File: config.mk
export PLATFORM = sky130hd
export DESIGN_NAME = ifsb_top
export DESIGN_NICKNAME = d
export VERILOG_FILES = /design/src/design/ifsb_pkg.sv /design/src/design/ifsb_flag_reg.sv /design/src/design/ifsb_top.sv
export SDC_FILE = /design/constraint.sdc
export NUM_CORES = 1
export LEC_CHECK = 0
export BUFFER_PORTS_ARGS = -buffer_cell sky130_fd_sc_hd__buf_2
export CAP_MARGIN = 20
export CORE_UTILIZATION = 43
export DETAILED_ROUTE_END_ITERATION = 16
export GPL_ROUTABILITY_DRIVEN = 0
export PLACE_DENSITY = 0.74
export RECOVER_POWER = 100
export SLEW_MARGIN = 20
export SYNTH_ARGS = -nofsm -noshare
export SYNTH_HDL_FRONTEND = slang
export SYNTH_SLANG_ARGS = --single-unit
File: constraint.sdc
create_clock -name clk -period 1.7 [get_ports clk]
set_input_delay 0.425 -clock clk [delete_from_list [all_inputs] [get_ports clk]]
set_output_delay 0.425 -clock clk [all_outputs]
set_load 0.05 [all_outputs]
File: src/design/ifsb_pkg.sv
// package for the interrupt flag status bank: map, field positions, carriers
// assumes a 32-bit apb slave port with byte addresses on 8 bits
package ifsb_pkg;

  // apb map, one aligned word per register
  localparam int ADDR_W = 8;
  localparam logic [7:0] OFF_FLAGS_ONE = 8'h00;
  localparam logic [7:0] OFF_FLAGS_TWO = 8'h04;
  localparam logic [7:0] OFF_FLAGS_THREE = 8'h08;
  localparam logic [7:0] OFF_EN_ONE = 8'h0c;
  localparam logic [7:0] OFF_EN_TWO = 8'h10;
  localparam logic [7:0] OFF_EN_THREE = 8'h14;
  localparam logic [7:0] OFF_IRQ_STATUS = 8'h18;
  localparam logic [7:0] OFF_IRQ_CLEAR = 8'h1c;
  localparam logic [7:0] OFF_IRQ_ENABLE = 8'h20;

  // reset values
  localparam logic [15:0] FLAG_RESET = 16'h0000;
  localparam logic [15:0] EN_RESET = 16'h0000;
  localparam logic [2:0] IRQ_RESET = 3'h0;
  localparam logic [31:0] RDATA_RESET = 32'h0000_0000;

  // first flag register, low end only
  localparam int POS_CHANGE_NOTIFY = 3;
  localparam int POS_I2C_ONE_MASTER = 1;
  localparam int POS_I2C_ONE_SLAVE = 0;
  // second flag register
  localparam int POS_TIMER_SIX = 15;
  localparam int POS_DMA_CH4_DONE = 14;
  localparam int POS_COMPARE_CH8 = 12;
  localparam int POS_COMPARE_CH5 = 9;
  localparam int POS_CAPTURE_CH6 = 8;
  localparam int POS_CAPTURE_CH5 = 7;
  localparam int POS_CAPTURE_CH3 = 5;
  localparam int POS_DMA_CH3_DONE = 4;
  localparam int POS_CAN_ONE_EVENT = 3;
  localparam int POS_CAN_ONE_RX_READY = 2;
  localparam int POS_SPI_TWO_EVENT = 1;
  localparam int POS_SPI_TWO_ERROR = 0;
  // third flag register
  localparam int POS_DMA_CH5_DONE = 13;
  localparam int POS_CAN_TWO_EVENT = 8;
  localparam int POS_CAN_TWO_RX_READY = 7;
  localparam int POS_EXT_IRQ_FOUR = 6;
  localparam int POS_EXT_IRQ_THREE = 5;
  localparam int POS_TIMER_NINE = 4;
  localparam int POS_TIMER_EIGHT = 3;
  localparam int POS_I2C_TWO_MASTER = 2;
  localparam int POS_I2C_TWO_SLAVE = 1;
  localparam int POS_TIMER_SEVEN = 0;

  // implemented-bit groups built from the positions
  localparam logic [15:0] MASK_ONE = (16'h0001 << POS_CHANGE_NOTIFY)
    | (16'h0001 << POS_I2C_ONE_MASTER) | (16'h0001 << POS_I2C_ONE_SLAVE);
  localparam logic [15:0] MASK_TWO_HI = (16'h0001 << POS_TIMER_SIX)
    | (16'h0001 << POS_DMA_CH4_DONE) | (16'h001f << POS_CAPTURE_CH6);
  localparam logic [15:0] MASK_TWO_MID = (16'h0007 << POS_CAPTURE_CH3)
    | (16'h0001 << POS_DMA_CH3_DONE) | (16'h0001 << POS_CAN_ONE_EVENT)
    | (16'h0001 << POS_CAN_ONE_RX_READY);
  localparam logic [15:0] MASK_TWO_LO = (16'h0001 << POS_SPI_TWO_EVENT)
    | (16'h0001 << POS_SPI_TWO_ERROR);
  localparam logic [15:0] MASK_THREE_HI = (16'h0001 << POS_DMA_CH5_DONE)
    | (16'h0001 << POS_CAN_TWO_EVENT) | (16'h0001 << POS_CAN_TWO_RX_READY);
  localparam logic [15:0] MASK_THREE_LO = 16'h007f << POS_TIMER_SEVEN;
  localparam logic [15:0] MASK_TWO = MASK_TWO_HI | MASK_TWO_MID | MASK_TWO_LO;
  localparam logic [15:0] MASK_THREE = MASK_THREE_HI | MASK_THREE_LO;

  // one word per flag register, same layout as the registers
  typedef struct packed {
    logic [15:0] three;
    logic [15:0] two;
    logic [15:0] one;
  } ifsb_bank_s;

endpackage

File: src/design/ifsb_flag_reg.sv
// one 16-bit flag register; unimplemented positions are constant zero
// assumes set strobes and writes come from logic on the same clock
`timescale 1ns/1ns
module ifsb_flag_reg #(
  parameter logic [15:0] IMPL_MASK = 16'h0000
) (
  input wire logic clk, // system clock
  input wire logic srst, // sync reset, high
  input wire logic wrEn, // software write strobe
  input wire logic [15:0] wrData, // software write value
  input wire logic [15:0] setEv, // source event strobes
  output wire logic [15:0] flagQ // flag state
);

  genvar i;
  // one flop per implemented position, plain zero elsewhere
  generate
    for (i = 0; i < 16; i++) begin : gBit
      if (IMPL_MASK[i]) begin : gImpl
        logic bit_q;
        // event beats a same-cycle software clear
        always_ff @(posedge clk) begin
          if (srst) begin
            bit_q <= ifsb_pkg::FLAG_RESET[i];
          end else if (setEv[i]) begin
            bit_q <= 1'b1;
          end else if (wrEn) begin
            bit_q <= wrData[i];
          end
        end
        assign flagQ[i] = bit_q;
      end else begin : gNone
        assign flagQ[i] = 1'b0;
      end
    end
  endgenerate

endmodule

File: src/design/ifsb_top.sv
// interrupt flag status bank: three flag registers, enables, apb slave
// assumes an apb3 master on clk and source strobes on the same clock
//
// The APB register port and the address map are this design's own decisions.
`timescale 1ns/1ns

// Notes on behaviour
// A flag bit reads 1 while its source has a pending request and 0 otherwise.
// Every implemented flag is software readable and writable and resets to zero.
// Unused positions read zero: bits 15-4 and 2 of one, bit 13 of two, bits 15-14 and 12-9 of three.
// Register one holds change notify at 3, i2c one master at 1 and i2c one slave at 0.
// Register two holds timer six at 15, dma four at 14, compare 8-5 at 12-9, capture 6 at 8.
// Register two holds capture 5-3 at 7-5, dma three at 4, can one event 3, can one rx 2.
// Register two holds spi two event at bit 1 and spi two error at bit 0.
// Register three holds dma five at 13, can two event at 8, can two rx ready at 7.
// Register three holds ext irq 4-3 at 6-5, timers 9-8 at 4-3, i2c two at 2-1, timer 7 at 0.
// A set flag forwards a request only while its matching enable bit is 1.
// A flag stays set until software writes zero, and an event beats a same-cycle clear.
// Software writing 1 to an implemented flag sets it just as its source would.
module ifsb_top (
  input wire logic clk, // 100 MHz system clock
  input wire logic srst, // sync reset, high
  input wire logic psel, // apb select
  input wire logic penable, // apb access phase
  input wire logic pwrite, // apb direction
  input wire logic [7:0] paddr, // apb byte address
  input wire logic [31:0] pwdata, // apb write data
  output logic [31:0] prdata, // apb read data
  output logic pready, // apb ready
  output logic pslverr, // apb error, unmapped
  input wire ifsb_pkg::ifsb_bank_s srcEv, // source event strobes
  output ifsb_pkg::ifsb_bank_s flagsOut, // flag state
  output ifsb_pkg::ifsb_bank_s reqOut, // enabled requests
  output logic irqOut // summary interrupt, level
);

  // address match, used for every register
  function automatic logic hitOff(input logic [7:0] addr, input logic [7:0] off);
    hitOff = (addr == off);
  endfunction

  logic pready_q;
  logic pslverr_q;
  logic [31:0] prdata_q;
  logic [15:0] enOne_q;
  logic [15:0] enTwo_q;
  logic [15:0] enThree_q;
  logic [2:0] irqSts_q;
  logic [2:0] irqSts_d;
  logic [2:0] irqEn_q;
  logic irqOut_q;
  ifsb_pkg::ifsb_bank_s req_q;
  wire ifsb_pkg::ifsb_bank_s flags;

  // apb phases: answer one cycle into the access phase
  wire logic accFirst = psel & penable & ~pready_q;
  wire logic accDone = psel & penable & pready_q;
  wire logic wrDone = accDone & pwrite;

  // address decode
  wire logic hitF1 = hitOff(paddr, ifsb_pkg::OFF_FLAGS_ONE);
  wire logic hitF2 = hitOff(paddr, ifsb_pkg::OFF_FLAGS_TWO);
  wire logic hitF3 = hitOff(paddr, ifsb_pkg::OFF_FLAGS_THREE);
  wire logic hitE1 = hitOff(paddr, ifsb_pkg::OFF_EN_ONE);
  wire logic hitE2 = hitOff(paddr, ifsb_pkg::OFF_EN_TWO);
  wire logic hitE3 = hitOff(paddr, ifsb_pkg::OFF_EN_THREE);
  wire logic hitSts = hitOff(paddr, ifsb_pkg::OFF_IRQ_STATUS);
  wire logic hitClr = hitOff(paddr, ifsb_pkg::OFF_IRQ_CLEAR);
  wire logic hitIen = hitOff(paddr, ifsb_pkg::OFF_IRQ_ENABLE);
  wire logic mapped = hitF1 | hitF2 | hitF3 | hitE1 | hitE2 | hitE3
    | hitSts | hitClr | hitIen;

  // read mux; the clear register is write only and reads zero
  wire logic [15:0] rdLow = hitF1 ? flags.one :
    hitF2 ? flags.two :
    hitF3 ? flags.three :
    hitE1 ? enOne_q :
    hitE2 ? enTwo_q :
    hitE3 ? enThree_q :
    hitSts ? {13'h0000, irqSts_q} :
    hitIen ? {13'h0000, irqEn_q} : 16'h0000;

  // source strobes sorted onto their documented positions
  wire logic [15:0] evOne = srcEv.one & ifsb_pkg::MASK_ONE;
  wire logic [15:0] evTwoHi = srcEv.two & ifsb_pkg::MASK_TWO_HI;
  wire logic [15:0] evTwoMid = srcEv.two & ifsb_pkg::MASK_TWO_MID;
  wire logic [15:0] evTwoLo = srcEv.two & ifsb_pkg::MASK_TWO_LO;
  wire logic [15:0] evThreeHi = srcEv.three & ifsb_pkg::MASK_THREE_HI;
  wire logic [15:0] evThreeLo = srcEv.three & ifsb_pkg::MASK_THREE_LO;
  wire logic [15:0] evTwo = evTwoHi | evTwoMid | evTwoLo;
  wire logic [15:0] evThree = evThreeHi | evThreeLo;
  wire logic [2:0] evAny = {|evThree, |evTwo, |evOne};
  wire logic [2:0] irqClr = (wrDone & hitClr) ? pwdata[2:0] : 3'h0;

  // enabled requests, named so the checks can look one cycle back
  wire logic [15:0] gateOne = flags.one & enOne_q;
  wire logic [15:0] gateTwo = flags.two & enTwo_q;
  wire logic [15:0] gateThree = flags.three & enThree_q;
  wire logic [15:0] evEnTwo = evTwo & enTwo_q;

  // the three flag registers
  ifsb_flag_reg #(.IMPL_MASK(ifsb_pkg::MASK_ONE)) uFlagOne (
    .clk(clk),
    .srst(srst),
    .wrEn(wrDone & hitF1),
    .wrData(pwdata[15:0]),
    .setEv(evOne),
    .flagQ(flags.one)
  );
  ifsb_flag_reg #(.IMPL_MASK(ifsb_pkg::MASK_TWO)) uFlagTwo (
    .clk(clk),
    .srst(srst),
    .wrEn(wrDone & hitF2),
    .wrData(pwdata[15:0]),
    .setEv(evTwo),
    .flagQ(flags.two)
  );
  ifsb_flag_reg #(.IMPL_MASK(ifsb_pkg::MASK_THREE)) uFlagThree (
    .clk(clk),
    .srst(srst),
    .wrEn(wrDone & hitF3),
    .wrData(pwdata[15:0]),
    .setEv(evThree),
    .flagQ(flags.three)
  );

  // apb answer, registered so every bus output comes from a flop
  always_ff @(posedge clk) begin
    if (srst) begin
      pready_q <= 1'b0;
      pslverr_q <= 1'b0;
      prdata_q <= ifsb_pkg::RDATA_RESET;
    end else begin
      pready_q <= accFirst;
      pslverr_q <= accFirst & ~mapped;
      prdata_q <= (accFirst & ~pwrite) ? {16'h0000, rdLow} : ifsb_pkg::RDATA_RESET;
    end
  end

  // enables keep only implemented positions, so unused bits read zero
  always_ff @(posedge clk) begin
    if (srst) begin
      enOne_q <= ifsb_pkg::EN_RESET;
      enTwo_q <= ifsb_pkg::EN_RESET;
      enThree_q <= ifsb_pkg::EN_RESET;
      irqEn_q <= ifsb_pkg::IRQ_RESET;
    end else if (wrDone) begin
      if (hitE1) enOne_q <= pwdata[15:0] & ifsb_pkg::MASK_ONE;
      if (hitE2) enTwo_q <= pwdata[15:0] & ifsb_pkg::MASK_TWO;
      if (hitE3) enThree_q <= pwdata[15:0] & ifsb_pkg::MASK_THREE;
      if (hitIen) irqEn_q <= pwdata[2:0];
    end
  end

  // sticky per-register event status; a new event wins over a clear
  assign irqSts_d = (irqSts_q & ~irqClr) | evAny;
  always_ff @(posedge clk) begin
    if (srst) begin
      irqSts_q <= ifsb_pkg::IRQ_RESET;
    end else begin
      irqSts_q <= irqSts_d;
    end
  end

  // request gating; one cycle behind the flags to keep outputs on flops
  always_ff @(posedge clk) begin
    if (srst) begin
      req_q <= '0;
      irqOut_q <= 1'b0;
    end else begin
      req_q.one <= gateOne;
      req_q.two <= gateTwo;
      req_q.three <= gateThree;
      irqOut_q <= |(irqSts_q & irqEn_q);
    end
  end

  assign prdata = prdata_q;
  assign pready = pready_q;
  assign pslverr = pslverr_q;
  assign flagsOut = flags;
  assign reqOut = req_q;
  assign irqOut = irqOut_q;
endmodule

==> flow_summary.json <==
{
  "status": "complete, no violations",
  "ys.flop_type": "dfxtp_1",
  "min_to": "enTwo_q[9]",
  "drt_pass1_iterations": 5,
  "maxCapViolCount": 0,
  "grt_usage": 0.221,
  "wl_mm": 13.5,
  "path_buf_inv": 0,
  "clock_skew_ns": 0.00410,
  "synth_mux_area_frac": 0.0593,
  "grt_pass1_wl_mm": 20.2,
  "initial_core_util": 0.442,
  "syn_area_um2": 5050,
  "rr_startpoint": "irqEn_q[2]",
  "clkTransAtPathRegs_ns": 0.07,
  "cts_root_buffer": "clkbuf_16",
  "startpoint_type": "flop",
  "vias_per_cell": 5.13,
  "synth_top_family_by_area": "simple AND/OR/NAND/NOR gates",
  "post-route-period-util": 0.995,
  "crit_path_end_kind": "flop",
  "power_leakage_nw": 2.73,
  "yosys.area_share.simple": 0.215,
  "synth_edf_count": 0,
  "critical_path_depth": 4,
  "clkLatencyLatePin_ns": 0.35,
  "hold_depth": 3,
  "p_clk_frac": 0.364,
  "finalSetupTns_ns": 0,
  "swShare": 0.308,
  "finalHoldViolCount": 0,
  "synth_fa_ha_area_frac": 0,
  "cpLargestDelayFamily": "compound AO/OA/AOI/OAI gates",
  "period_needed_ns": 1.69,
  "max_clock_freq_ghz": 0.591,
  "cpMaxStageDelayCell": "or4bb_4",
  "synth_xor_area_frac": 0,
  "hp-start": "pwdata[9]",
  "fp.dieW_um": 110,
  "async_flop_share": 0,
  "ys_seq_area_frac": 0.432,
  "synthCells": 616,
  "overflow": 0,
  "hold_class": "in -> reg",
  "cts_tree": "yes",
  "final_cell_mix": "nand2_1 (116), dfxtp_1 (107), nor2_1 (64), conb_1 (56), buf_2 (54)",
  "io_buffers": 131,
  "crit_path_max_incr_delay_ns": 0.47,
  "crit_fanout": 2,
  "die_h_um": 110,
  "powerDensity_nw_per_um2": 912,
  "r2r_slack_ns": 0.009,
  "reg2reg_to": "prdata[2]",
  "wl_per_cell_um": 14.9,
  "setup_viol": 0,
  "grt_max_degree": 92,
  "cp_data_required_time_ns": 1.96,
  "p_sw_mw": 1.71,
  "dp_hpwl_mm": 9.75,
  "grt_setup_unrepaired": "true",
  "insertedDiodeCount": 0,
  "ctsHoldBuffers": 0,
  "nNetsFinal": 850,
  "worst_pin_slew_ns": 1.00,
  "clock_path_buffers": 2,
  "critPathArrivalTime_ns": 1.95,
  "slew_headroom": 0.332,
  "ys_seq_elements": 109,
  "synth_compound_area_frac": 0.115,
  "crit_chain": "or4bb_4 -> a2111oi_4 -> o221ai_2 -> a221oi_2",
  "grt_pass1_vias": 4032,
  "drt_iter0_markers": 396,
  "routed-via-count": 4645,
  "p_seq_frac": 0.482,
  "worstSetupPathType": "reg -> reg",
  "drv_slew": 0,
  "cts.sinks": 109,
  "hold_slack_ns": 0.322,
  "cts_inserted_buffers": 9,
  "power.internal_mw": 3.84,
  "ios": 224,
  "drc": 0,
  "rows": 39,
  "final_common_cell": "nand2_1",
  "cts-htree-levels": 3,
  "combinationalPowerShare": 0.154,
  "reg2reg_depth": 4,
  "ir_drop_v": 0.000659,
  "ys_types": 49,
  "antenna_found_initial": 0,
  "dieArea_um2": 12200,
  "drtAntennaViolNets": 0,
  "coreArea_um2": 11400,
  "syn_avg_cell_area_um2": 8.19,
  "yosys_warnings": 0,
  "syn2layout_area_growth_pct": 20.4,
  "layout-drive-gt1-share": 0.257
}
-- layout make-up --
cell class,instances,area [um2]
flip-flops and latches,109,2180
well taps,143,179
clock inverters,6,50.0
inverters,32,120
clock buffers,10,239
multi-input cells,413,2220
repair buffers,192,1080
fillers,1134,5340
-- power by group through the flow --
stage | Combinational [mW] | Clock [mW] | Sequential, mW
finish | 0.851 | 2.02 | 2.67
global route | 0.900 | 2.15 | 2.68
CTS | 0.848 | 2.05 | 2.67
detailed placement | 0.842 | 0 | 2.73
global placement | 0.836 | 0 | 2.73
floorplan | 0.768 | 0 | 2.71
-- state kept, by name, summed over array words and instances, names as in the netlist, 10 cells and up --
signal / count
reqOut: 28
enTwo_q: 15
uFlagThree.gBit.gImpl.bit_q: 10
prdata: 16
uFlagTwo.gBit.gImpl.bit_q: 15
enThree_q: 10
-- cells in the mapped netlist (2+ instances only) --
cell type	instances	area, um2
o32a_1	2	20.0
clkbuf_1	21	78.8
dfxtp_1	109	2180
a22oi_1	7	52.6
o311ai_1	2	17.5
and4_1	2	17.5
nand4_1	6	37.5
nor4_1	8	50.1
nand3_1	10	50.1
buf_4	86	646
or4_1	3	22.5
buf_2	10	50.1
a222oi_1	5	50.1
o221ai_1	2	17.5
o2111ai_1	2	17.5
nor3_1	9	45.0
o2bb2ai_1	2	17.5
nor2_1	65	244
inv_1	32	120
a31oi_1	25	156
mux2i_1	22	220
a21oi_1	24	120
mux2_2	7	78.8
nand2b_1	3	18.8
o21ai_0	7	35.0
nand2_1	116	435
and3_1	7	43.8
-- what timing repair did --
item                                   4_1_cts  5_1_grt
gates cloned                                 0        0
buffers inserted                             0        1
setup endpoints to repair                    1       23
pin swaps                                    4        0
endpoints found under the hold margin        0        0
resized for setup                            4        4
-- per-layer routing --
metal / part of all wire / track usage
met5: 0 / 0
met2: 0.48 / 0.371
met1: 0.43 / 0.280
met4: 0.017 / 0.0761
met3: 0.075 / 0.0459
-- metrics by stage --
| step | setup slack [ns] | std cells | util | power (mW) | cell area [um2] |
|---|---|---|---|---|---|
| 2_1_floorplan | -0.0619 | 671 | - | 3.48 | 5260 |
| 3_3_place_gp | -0.316 | 888 | 0.507 | 3.56 | 5790 |
| 3_5_place_dp | -0.341 | 888 | 0.507 | 3.57 | 5790 |
| 4_1_cts | 0.0150 | 904 | 0.535 | 5.57 | 6110 |
| 5_1_grt | -0.0177 | 905 | 0.532 | 5.73 | 6080 |
| 6_report | 0.00857 | 905 | 0.532 | 5.54 | 6080 |
-- tightest hold or removal path: stages --
cell and delay (ns):
buf_2 0.11, nand2_1 0.05, a21oi_1 0.05
-- worst max-delay path by stage --
stage,from,to,slack (ns)
finish,irqEn_q[2],prdata[2],0.009
global route,irqEn_q[2],prdata[2],-0.02
CTS,irqEn_q[2],prdata[2],0.01
detailed placement,paddr[4],prdata[2],-0.34
global placement,paddr[4],prdata[2],-0.32
floorplan,paddr[5],prdata[2],-0.06
-- logic make-up (layout without fill, tap and decap cells) --
family / count (synthesis) / in the layout
buffers and inverters: 149 / 240
AND/OR/NAND/NOR: 242 / 242
other: 1 / 56
AO/OA/AOI/OAI: 86 / 86
multiplexers: 29 / 29
flip-flops: 109 / 109
Note: power is estimated with default switching activity, not from simulation.
